`src/logic/fos_defs.svh`:
```
/*
 * constants of the flash option and key-security block: offsets, field positions,
 * reset values and timing counts.
 * assumes it is included by bare name from the package and the design modules.
 */
`ifndef FOS_DEFS_SVH
`define FOS_DEFS_SVH

// ----------------------------------------------------------------------------
// register offsets (byte addresses on an 8-bit bus)
// ----------------------------------------------------------------------------
`define FOS_OFS_DIVIDER      16'h1820
`define FOS_OFS_OPTION       16'h1821
`define FOS_OFS_CONFIG       16'h1823
`define FOS_KEY_BASE         16'hFFB0
`define FOS_KEY_BYTES        4'h8

// ----------------------------------------------------------------------------
// field positions and values
// ----------------------------------------------------------------------------
`define FOS_CFG_KEYSEL_BIT   5
`define FOS_DIV_LOADED_BIT   7
`define FOS_DIV_PRESCALE_BIT 6
`define FOS_SEC_UNSECURED    2'h2
`define FOS_CFG_RESET        8'h00
`define FOS_DIV_RESET        7'h00
`define FOS_PRESCALE_LAST    3'h7

// ----------------------------------------------------------------------------
// timing: program/erase pulse window against the 20 MHz bus clock
// ----------------------------------------------------------------------------
`define FOS_CLK_NS           50
`define FOS_PULSE_MIN_NS     5000
`define FOS_PULSE_MAX_NS     6700
`define FOS_PULSE_MIN_CYC    ((`FOS_PULSE_MIN_NS + `FOS_CLK_NS - 1) / `FOS_CLK_NS)
`define FOS_PULSE_MAX_CYC    (`FOS_PULSE_MAX_NS / `FOS_CLK_NS)

`endif

```
`src/logic/fos_pkg.sv`:
```
/*
 * types and the security decode shared by the flash option block.
 * assumes fos_defs.svh is on the include path.
 */
package fos_pkg;
`include "fos_defs.svh"

   // -------------------------------------------------------------------------
   // types
   // -------------------------------------------------------------------------
   typedef enum logic [1:0] {
      FOS_ST_LOAD = 2'h0,
      FOS_ST_RUN  = 2'h1
   } fos_state_t;

   typedef struct packed {
      logic       backdoor_enable;
      logic       vector_redirect_disable;
      logic [3:0] unused;
      logic [1:0] security_code;
   } fos_option_t;

   typedef struct packed {
      logic valid;
      logic from_debug;
   } fos_mem_req_t;

   // only one code unlocks; all others keep the part secure
   function automatic logic fos_is_secure(input logic [1:0] code);
      return code != `FOS_SEC_UNSECURED;
   endfunction

endpackage

```
`src/logic/fos_clk_div.sv`:
```
/*
 * flash timing clock: optional divide-by-eight, then divide by divisor plus one.
 * assumes a single bus clock and a synchronised active-low reset.
 */
`timescale 1ns/1ps
`include "fos_defs.svh"
module fos_clk_div (
   input  wire logic       clk_i,
   input  wire logic       rst_n_i,
   input  wire logic       enable_i,
   input  wire logic       prescale_i,
   input  wire logic [5:0] divisor_i,
   output logic            tick_o,
   output logic            window_ok_o
);
   import fos_pkg::*;

   logic [2:0] pre_cnt_r;
   logic [5:0] div_cnt_r;
   logic [9:0] gap_r;
   logic       seen_r;

   wire logic       pre_en  = !prescale_i || (pre_cnt_r == `FOS_PRESCALE_LAST);
   wire logic       div_end = pre_en && (div_cnt_r == divisor_i);
   wire logic [9:0] period  = ({4'h0, divisor_i} + 10'h001) << (prescale_i ? 3 : 0);

   // ---------------------------------------------------------------------------
   // divider chain
   // ---------------------------------------------------------------------------
   always_ff @(posedge clk_i or negedge rst_n_i)
   begin
      if (!rst_n_i)
      begin
         pre_cnt_r <= 3'h0;
         div_cnt_r <= 6'h00;
         tick_o    <= 1'b0;
      end
      else if (!enable_i)
      begin
         pre_cnt_r <= 3'h0;
         div_cnt_r <= 6'h00;
         tick_o    <= 1'b0;
      end
      else
      begin
         pre_cnt_r <= pre_cnt_r + 3'h1;
         tick_o    <= div_end;
         if (pre_en)
            div_cnt_r <= div_end ? 6'h00 : div_cnt_r + 6'h01;
      end
   end

   // only a flag: software owns the choice of settings
   always_ff @(posedge clk_i or negedge rst_n_i)
   begin
      if (!rst_n_i)
         window_ok_o <= 1'b0;
      else
         window_ok_o <= enable_i && (period >= 10'(`FOS_PULSE_MIN_CYC))
                        && (period <= 10'(`FOS_PULSE_MAX_CYC));
   end

   // ---------------------------------------------------------------------------
   // checks
   // ---------------------------------------------------------------------------
   always_ff @(posedge clk_i or negedge rst_n_i)
   begin
      if (!rst_n_i)
      begin
         gap_r  <= 10'h001;
         seen_r <= 1'b0;
      end
      else
      begin
         gap_r  <= tick_o ? 10'h001 : gap_r + 10'h001;
         seen_r <= seen_r || tick_o;
      end
   end
endmodule // fos_clk_div

```
`src/logic/fos_key_compare.sv`:
```
/*
 * backdoor comparison-key capture and match.
 * assumes writes arrive already filtered for source and key-select mode.
 */
`timescale 1ns/1ps
`include "fos_defs.svh"
module fos_key_compare (
   input  wire logic        clk_i,
   input  wire logic        rst_n_i,
   input  wire logic        restart_i,
   input  wire logic        wr_i,
   input  wire logic [2:0]  idx_i,
   input  wire logic [7:0]  data_i,
   input  wire logic        check_i,
   input  wire logic [63:0] stored_i,
   output logic             match_o
);
   import fos_pkg::*;

   logic [7:0] key_r [8];
   logic [3:0] count_r;
   logic       bad_r;

   function automatic logic keys_equal(input logic [63:0] ref_key);
      logic eq;
      eq = 1'b1;
      for (int i = 0; i < 8; i++)
         eq = eq && (key_r[i] == ref_key[8*i +: 8]);
      return eq;
   endfunction

   wire logic in_order = !count_r[3] && (idx_i == count_r[2:0]);
   wire logic full     = (count_r == `FOS_KEY_BYTES);

   // ---------------------------------------------------------------------------
   // capture: bytes must come in ascending address order
   // ---------------------------------------------------------------------------
   always_ff @(posedge clk_i or negedge rst_n_i)
   begin
      if (!rst_n_i)
      begin
         for (int i = 0; i < 8; i++)
            key_r[i] <= 8'h00;
         count_r <= 4'h0;
         bad_r   <= 1'b0;
      end
      else if (restart_i || check_i)
      begin
         count_r <= 4'h0;
         bad_r   <= 1'b0;
      end
      else if (wr_i)
      begin
         if (in_order)
         begin
            key_r[idx_i] <= data_i;
            count_r      <= count_r + 4'h1;
         end
         else
            bad_r <= 1'b1;
      end
   end

   always_ff @(posedge clk_i or negedge rst_n_i)
   begin
      if (!rst_n_i)
         match_o <= 1'b0;
      else
         match_o <= check_i && full && !bad_r && keys_equal(stored_i);
   end
endmodule // fos_key_compare

```
`src/logic/fos_top.sv`:
```
/*
 * flash option shadow, key configuration, backdoor unlock and flash clock divider,
 * reached over an 8-bit Avalon-MM slave with waitrequest.
 * assumes the nonvolatile option byte and stored key are stable at reset release,
 * and that avs_debug_i marks accesses from the background debug interface.
 */
`timescale 1ns/1ps
`include "fos_defs.svh"
module fos_top (
   input  wire logic                  clk_sys_i,
   input  wire logic                  arst_n_i,
   input  wire logic [15:0]           avs_address_i,
   input  wire logic                  avs_read_i,
   input  wire logic                  avs_write_i,
   input  wire logic [7:0]            avs_writedata_i,
   input  wire logic                  avs_debug_i,
   output logic [7:0]                 avs_readdata_o,
   output logic                       avs_waitrequest_o,
   input  wire logic [7:0]            nonvolatile_option_byte_i,
   input  wire logic [63:0]           stored_backdoor_key_i,
   input  wire logic                  blank_check_pass_i,
   input  wire fos_pkg::fos_mem_req_t mem_req_i,
   output logic                       mem_grant_o,
   output logic                       vector_redirect_disable_o,
   output logic                       secure_o,
   output logic                       flash_cmd_start_o,
   output logic                       flash_clock_tick_o,
   output logic                       flash_timing_ok_o
);
   import fos_pkg::*;

   // ---------------------------------------------------------------------------
   // reset release
   // ---------------------------------------------------------------------------
   // option byte is taken three cycles after release; requests wait until then
   logic rst_meta_r;
   logic rst_n;

   always_ff @(posedge clk_sys_i or negedge arst_n_i)
   begin
      if (!arst_n_i)
      begin
         rst_meta_r <= 1'b0;
         rst_n      <= 1'b0;
      end
      else
      begin
         rst_meta_r <= 1'b1;
         rst_n      <= rst_meta_r;
      end
   end

   // ---------------------------------------------------------------------------
   // state
   // ---------------------------------------------------------------------------
   fos_state_t  state_r;
   fos_option_t option_r;
   logic        keysel_r;
   logic        div_loaded_r;
   logic [6:0]  div_r;
   logic        wait_r;
   logic        key_match;

   // ---------------------------------------------------------------------------
   // bus decode
   // ---------------------------------------------------------------------------
   wire logic run      = (state_r == FOS_ST_RUN);
   wire logic req      = run && (avs_read_i || avs_write_i);
   wire logic first    = req && wait_r;
   wire logic take     = req && !wait_r;
   wire logic wr       = take && avs_write_i;
   wire logic sel_div  = (avs_address_i == `FOS_OFS_DIVIDER);
   wire logic sel_opt  = (avs_address_i == `FOS_OFS_OPTION);
   wire logic sel_cfg  = (avs_address_i == `FOS_OFS_CONFIG);
   wire logic sel_key  = (avs_address_i[15:3] == 13'(`FOS_KEY_BASE >> 3));
   wire logic wd_keysel = avs_writedata_i[`FOS_CFG_KEYSEL_BIT];
   wire logic cfg_wr   = wr && sel_cfg;
   wire logic key_wr   = wr && sel_key && keysel_r && !avs_debug_i;
   wire logic cmd_wr   = wr && sel_key && !keysel_r;
   wire logic key_check = cfg_wr && keysel_r && !wd_keysel;
   wire logic key_restart = cfg_wr && !keysel_r && wd_keysel;
   wire logic unlock   = (key_match && option_r.backdoor_enable)
                         || blank_check_pass_i;

   wire logic [7:0] opt_rd = {option_r.backdoor_enable, option_r.vector_redirect_disable,
                              4'h0, option_r.security_code};
   wire logic [7:0] cfg_rd = {2'h0, keysel_r, 5'h00};
   wire logic [7:0] div_rd = {div_loaded_r, div_r};
   wire logic [7:0] rd_mux = sel_opt ? opt_rd :
                             sel_cfg ? cfg_rd :
                             sel_div ? div_rd : 8'h00;

   // ---------------------------------------------------------------------------
   // option load and Avalon handshake
   // ---------------------------------------------------------------------------
   always_ff @(posedge clk_sys_i or negedge rst_n)
   begin
      if (!rst_n)
      begin
         state_r        <= FOS_ST_LOAD;
         wait_r         <= 1'b1;
         avs_readdata_o <= 8'h00;
      end
      else
      begin
         case (state_r)
            FOS_ST_LOAD: state_r <= FOS_ST_RUN;
            FOS_ST_RUN:  state_r <= FOS_ST_RUN;
            default:     state_r <= FOS_ST_LOAD;
         endcase
         wait_r <= !first;
         if (first)
            avs_readdata_o <= rd_mux;
      end
   end

   // one wait state per request keeps the read mux off the pins
   assign avs_waitrequest_o = wait_r;

   // option register: no bus write path at all
   always_ff @(posedge clk_sys_i or negedge rst_n)
   begin
      if (!rst_n)
         option_r <= '0;
      else if (state_r == FOS_ST_LOAD)
      begin
         option_r        <= nonvolatile_option_byte_i;
         option_r.unused <= 4'h0;
      end
      else if (unlock)
         option_r.security_code <= `FOS_SEC_UNSECURED;
   end

   // ---------------------------------------------------------------------------
   // configuration and divider registers
   // ---------------------------------------------------------------------------
   always_ff @(posedge clk_sys_i or negedge rst_n)
   begin
      if (!rst_n)
      begin
         keysel_r     <= 1'(`FOS_CFG_RESET >> `FOS_CFG_KEYSEL_BIT);
         div_loaded_r <= 1'b0;
         div_r        <= `FOS_DIV_RESET;
      end
      else
      begin
         if (cfg_wr)
            keysel_r <= wd_keysel;
         if (wr && sel_div && !div_loaded_r)
         begin
            div_loaded_r <= 1'b1;
            div_r        <= avs_writedata_i[6:0];
         end
      end
   end

   // ---------------------------------------------------------------------------
   // registered outputs
   // ---------------------------------------------------------------------------
   always_ff @(posedge clk_sys_i or negedge rst_n)
   begin
      if (!rst_n)
      begin
         secure_o                  <= 1'b1;
         vector_redirect_disable_o <= 1'b0;
         mem_grant_o               <= 1'b0;
         flash_cmd_start_o         <= 1'b0;
      end
      else
      begin
         secure_o                  <= fos_is_secure(option_r.security_code);
         vector_redirect_disable_o <= option_r.vector_redirect_disable;
         mem_grant_o               <= mem_req_i.valid && !(mem_req_i.from_debug
                                      && fos_is_secure(option_r.security_code));
         flash_cmd_start_o         <= cmd_wr;
      end
   end

   // ---------------------------------------------------------------------------
   // key comparison and flash clock
   // ---------------------------------------------------------------------------
   fos_key_compare u_key (
      .clk_i     (clk_sys_i),
      .rst_n_i   (rst_n),
      .restart_i (key_restart),
      .wr_i      (key_wr),
      .idx_i     (avs_address_i[2:0]),
      .data_i    (avs_writedata_i),
      .check_i   (key_check),
      .stored_i  (stored_backdoor_key_i),
      .match_o   (key_match)
   );

   // flash clock ticks stay off until the divider is written once; command starts are not held back
   fos_clk_div u_div (
      .clk_i       (clk_sys_i),
      .rst_n_i     (rst_n),
      .enable_i    (div_loaded_r),
      .prescale_i  (div_r[`FOS_DIV_PRESCALE_BIT]),
      .divisor_i   (div_r[5:0]),
      .tick_o      (flash_clock_tick_o),
      .window_ok_o (flash_timing_ok_o)
   );
endmodule // fos_top

```
`config.mk`:
```
export PLATFORM = sky130hd
export DESIGN_NAME = fos_top
export DESIGN_NICKNAME = d
export VERILOG_FILES = /design/src/logic/fos_pkg.sv /design/src/logic/fos_clk_div.sv /design/src/logic/fos_key_compare.sv /design/src/logic/fos_top.sv
export VERILOG_INCLUDE_DIRS = /design/src /design/src/logic
export SDC_FILE = /design/constraint.sdc
export NUM_CORES = 1
export LEC_CHECK = 0
export ABC_AREA = 1
export BUFFER_PORTS_ARGS = -buffer_cell sky130_fd_sc_hd__buf_2
export CAP_MARGIN = 20
export CORE_MARGIN = 2
export CORE_UTILIZATION = 50
export CTS_CLUSTER_DIAMETER = 80
export DETAILED_ROUTE_END_ITERATION = 16
export HOLD_SLACK_MARGIN = 0.02
export PLACE_DENSITY = 0.75
export SYNTH_ARGS = -nofsm -noshare
export SYNTH_HDL_FRONTEND = slang
export SYNTH_HIERARCHICAL = 1
export SYNTH_SLANG_ARGS = --single-unit
```
`constraint.sdc`:
```
create_clock -name clk_sys_i -period 4.5 [get_ports clk_sys_i]
set_clock_uncertainty 0.15 [all_clocks]
set_input_delay 0.225 -clock clk_sys_i [delete_from_list [all_inputs] [get_ports clk_sys_i]]
set_output_delay 0.225 -clock clk_sys_i [all_outputs]
set_load 0.05 [all_outputs]
```
==> key figures <==
STA
  • Setup tns final: 0 ns
  • Setup WS post-layout: 1.97 ns
  • Hold slack: 0.0295 ns
  • Fmax achieved: 0.395 GHz
  • # setup viols final: 0
  • Period utilisation layout: 0.563
  • RSZ-0062 raised after global routing: no
  • Post-route minimum period: 2.53 ns
  • Worst Tran Pin Value: 0.726 ns
  • Final hold violation count: 0
  • Final Max Tran Viols: 0
  • Worst slew margin relative to its limit: 0.515

Route
  • Final WL: 17400 um
  • Drt drc: 0
  • Drt pass-1 iters: 5
  • Vias per std cell: 5.19
  • WL per Instance: 14.5 um
  • Vias: 6242
  • Number of DRC markers in iteration 0: 499
  • Routed Antenna Nets: 0

Synthesis
  • Cell taking the most area after synthesis: dfrtp_1
  • Register area share after synthesis: 0.414
  • Syn Std Cell Area: 6660 um2
  • Number of synthesis warnings: 6
  • Share of the synthesized area in the top cell type: 0.406
  • Main synth FF type: dfrtp_1
  • Synth area leaders: dfrtp_1, nand2_1, inv_1
  • Synth top cells by count: nand2_1, inv_1, dfrtp_1
  • Mapped Cells: 910
  • Synth Area per Inst: 7.32 um2
  • Number of flops mapped to enable cells by yosys: 0
  • Asr flop ratio synth: 1.00
  • Post-synth cell types: 44
  • Cell with the most instances after synthesis: nand2_1
  • #FFs+latches synth: 110

GRT
  • M2 GR Usage: 0.399
  • First-pass GRT wire length: 28600 um
  • Overflow after GRT: 0
  • Met3 GRT Util: 0.0551
  • Vias in the first global route: 5751
  • GRT Max-Usage Layer: met2
  • Largest net degree at the start of global routing: 83
  • Met1 Use GR: 0.361
  • Initial antenna violation count: 0
  • Gr usage total: 0.256

Layout
  • Layout filler cell count: 1255
  • Layout area overhead: 15.7%
  • Nets@finish: 1133
  • Area of the multi-input gates: 3150 um2
  • Final cell count without fillers: 1202
  • Share of cells above drive strength 1: 0.197
  • # diodes: 0
  • Register area: 2760 um2

Place
  • GP Congestion: 0.929
  • Pre-CTS setup slack: 2.01 ns
  • Detailed Place HPWL: 12500 um
  • Placed Instances: 1178
  • Port Buf Inserts: 114

Power
  • Max VDD drop: 194 uV
  • Pwr dens: 261 nW/um2
  • Leakage: 4.25 nW

Worst setup path
  • Crit path required time: 4.64 ns
  • WP data arrival: 2.67 ns
  • CP Capture Type: register
  • Crit path from: u_key/count_r[0]
  • Worst reg-to-reg setup slack: 1.97 ns
  • Worst R2R End: u_key/key_r[1]
  • Startpoint types: register
  • RR Startpoint: u_key/count_r[0]
  • Worst Path Max Fanout: 36
  • Worst R2R Path Depth: 9
  • Setup CP Type: register to register

Clocking
  • Root Driver: clkbuf_16
  • Clk buf depth: 2
  • H-tree levels: 3
  • Clock slew at reported path FFs: 0.07 ns
  • Clk Latency, worst-skew pair: 0.36 ns
  • CTS tree: yes
  • Clock buffer count from CTS: 9
  • # clock sinks: 110
  • Post-CTS Setup Bufs: 0

Die
  • Die ar.: 14300 um2
  • Starting Density: 0.507
  • Die Wd: 119 um
  • Ports: 119
  • Die Ht: 119 um
  • Cell Rows: 42
  • CORE AREA: 13100 um2

Run status
  • Outcome: completed

Job
  • Number of max-cap violations: 0

Min path
  • Tightest Hold Check Type: input pin to async pin
==> critical path, cell delays in order, from the launching register on <==
cell and delay, ns:
dfrtp_1 0.43, inv_1 0.11, nor2_2 0.04, nor3_2 0.17
nand2_2 0.10, inv_2 0.54, buf_4 0.42, buf_4 0.26
nand4_1 0.11, nand2_1 0.10
==> where the power goes <==
| part | total [W] | switching [W] | internal [W] |
|---|---|---|---|
| combinational | 0.000203 | 0.000131 | 0.0000720 |
| clock | 0.000807 | 0.000350 | 0.000457 |
| sequential | 0.00100 | 0.00000697 | 0.000997 |
==> registers in the layout, indices dropped and copies added (netlist names), 3 cells and up <==
name / count
opt_rd: 4
u_key/key_r: 64
u_div/pre_cnt_r: 3
u_div/div_cnt_r: 6
u_key/count_r: 4
div_r: 7
avs_readdata_o: 8
==> what timing repair did <==
item                                   CTS  global route
resized for setup                        0             0
setup endpoints to repair                0             0
hold buffers                             9             0
endpoints found under the hold margin    8             0
==> through the flow <==
step / cell area, um2 / power [W] / util
6_report: 7700 / 0.00201 / 0.586
5_1_grt: 7700 / 0.00209 / 0.586
4_1_cts: 7680 / 0.00203 / 0.584
3_5_place_dp: 7300 / 0.00122 / 0.555
3_3_place_gp: 7300 / 0.00121 / 0.555
2_1_floorplan: 6670 / 0.00114 / -
==> layout by cell type, fill, tap and decap left out, types with 2 or more instances in the layout <==
master	instances
buf_2	114
nand3_2	3
ha_1	6
dfstp_2	2
dfrtp_1	107
conb_1	2
nand3_4	8
xor2_1	5
nor3b_1	2
o21ai_1	6
inv_1	135
nor2_2	16
xnor2_1	8
clkbuf_16	9
clkbuf_1	2
nor2_1	59
nand2_1	344
buf_4	4
clkbuf_8	2
nand2_2	10
nand3_1	28
o22ai_1	12
or2_2	2
a21oi_1	3
nor2_4	2
nand4_1	77
inv_2	7
o21ai_0	13
nor3_2	3
dlygate4sd3_1	9
o21ai_2	7
nor2_8	2
nor3_4	2
==> how the worst max path moves through the flow <==
stage	cells past startpoint	end	slack (ns)
2_1_floorplan	0	avs_readdata_o[0]	1.06
3_3_place_gp	10	u_key/key_r[2]	2.03
3_5_place_dp	10	u_key/key_r[2]	2.01
4_1_cts	10	u_key/key_r[5]	1.99
5_1_grt	10	u_key/key_r[56]	1.73
6_report	9	u_key/key_r[1]	1.97
==> cell families after synthesis <==
group | after synthesis | share of synthesized area
AO/OA/AOI/OAI | 46 | 0.0438
XOR/XNOR | 13 | 0.0171
adder cells (fa/ha/maj) | 6 | 0.0113
buffers and inverters | 172 | 0.115
flip-flops | 110 | 0.414
other | 1 | 0.000563
AND/OR/NAND/NOR | 562 | 0.398
==> final cells by class <==
cell class              instances  share of cell area
clock buffers                  13              0.0338
clock inverters                 1             0.00390
inverters                     144              0.0711
multi-input cells             629               0.409
flip-flops and latches        110               0.358
well taps                     176              0.0286
repair buffers                129              0.0958
==> layer usage <==
metal	part of all wire	vias up
li1	-	3084
met1	0.44	2900
met2	0.46	234
met3	0.083	24
met4	0.018	0
met5	0	-
Note: power is estimated with default switching activity, not from simulation.
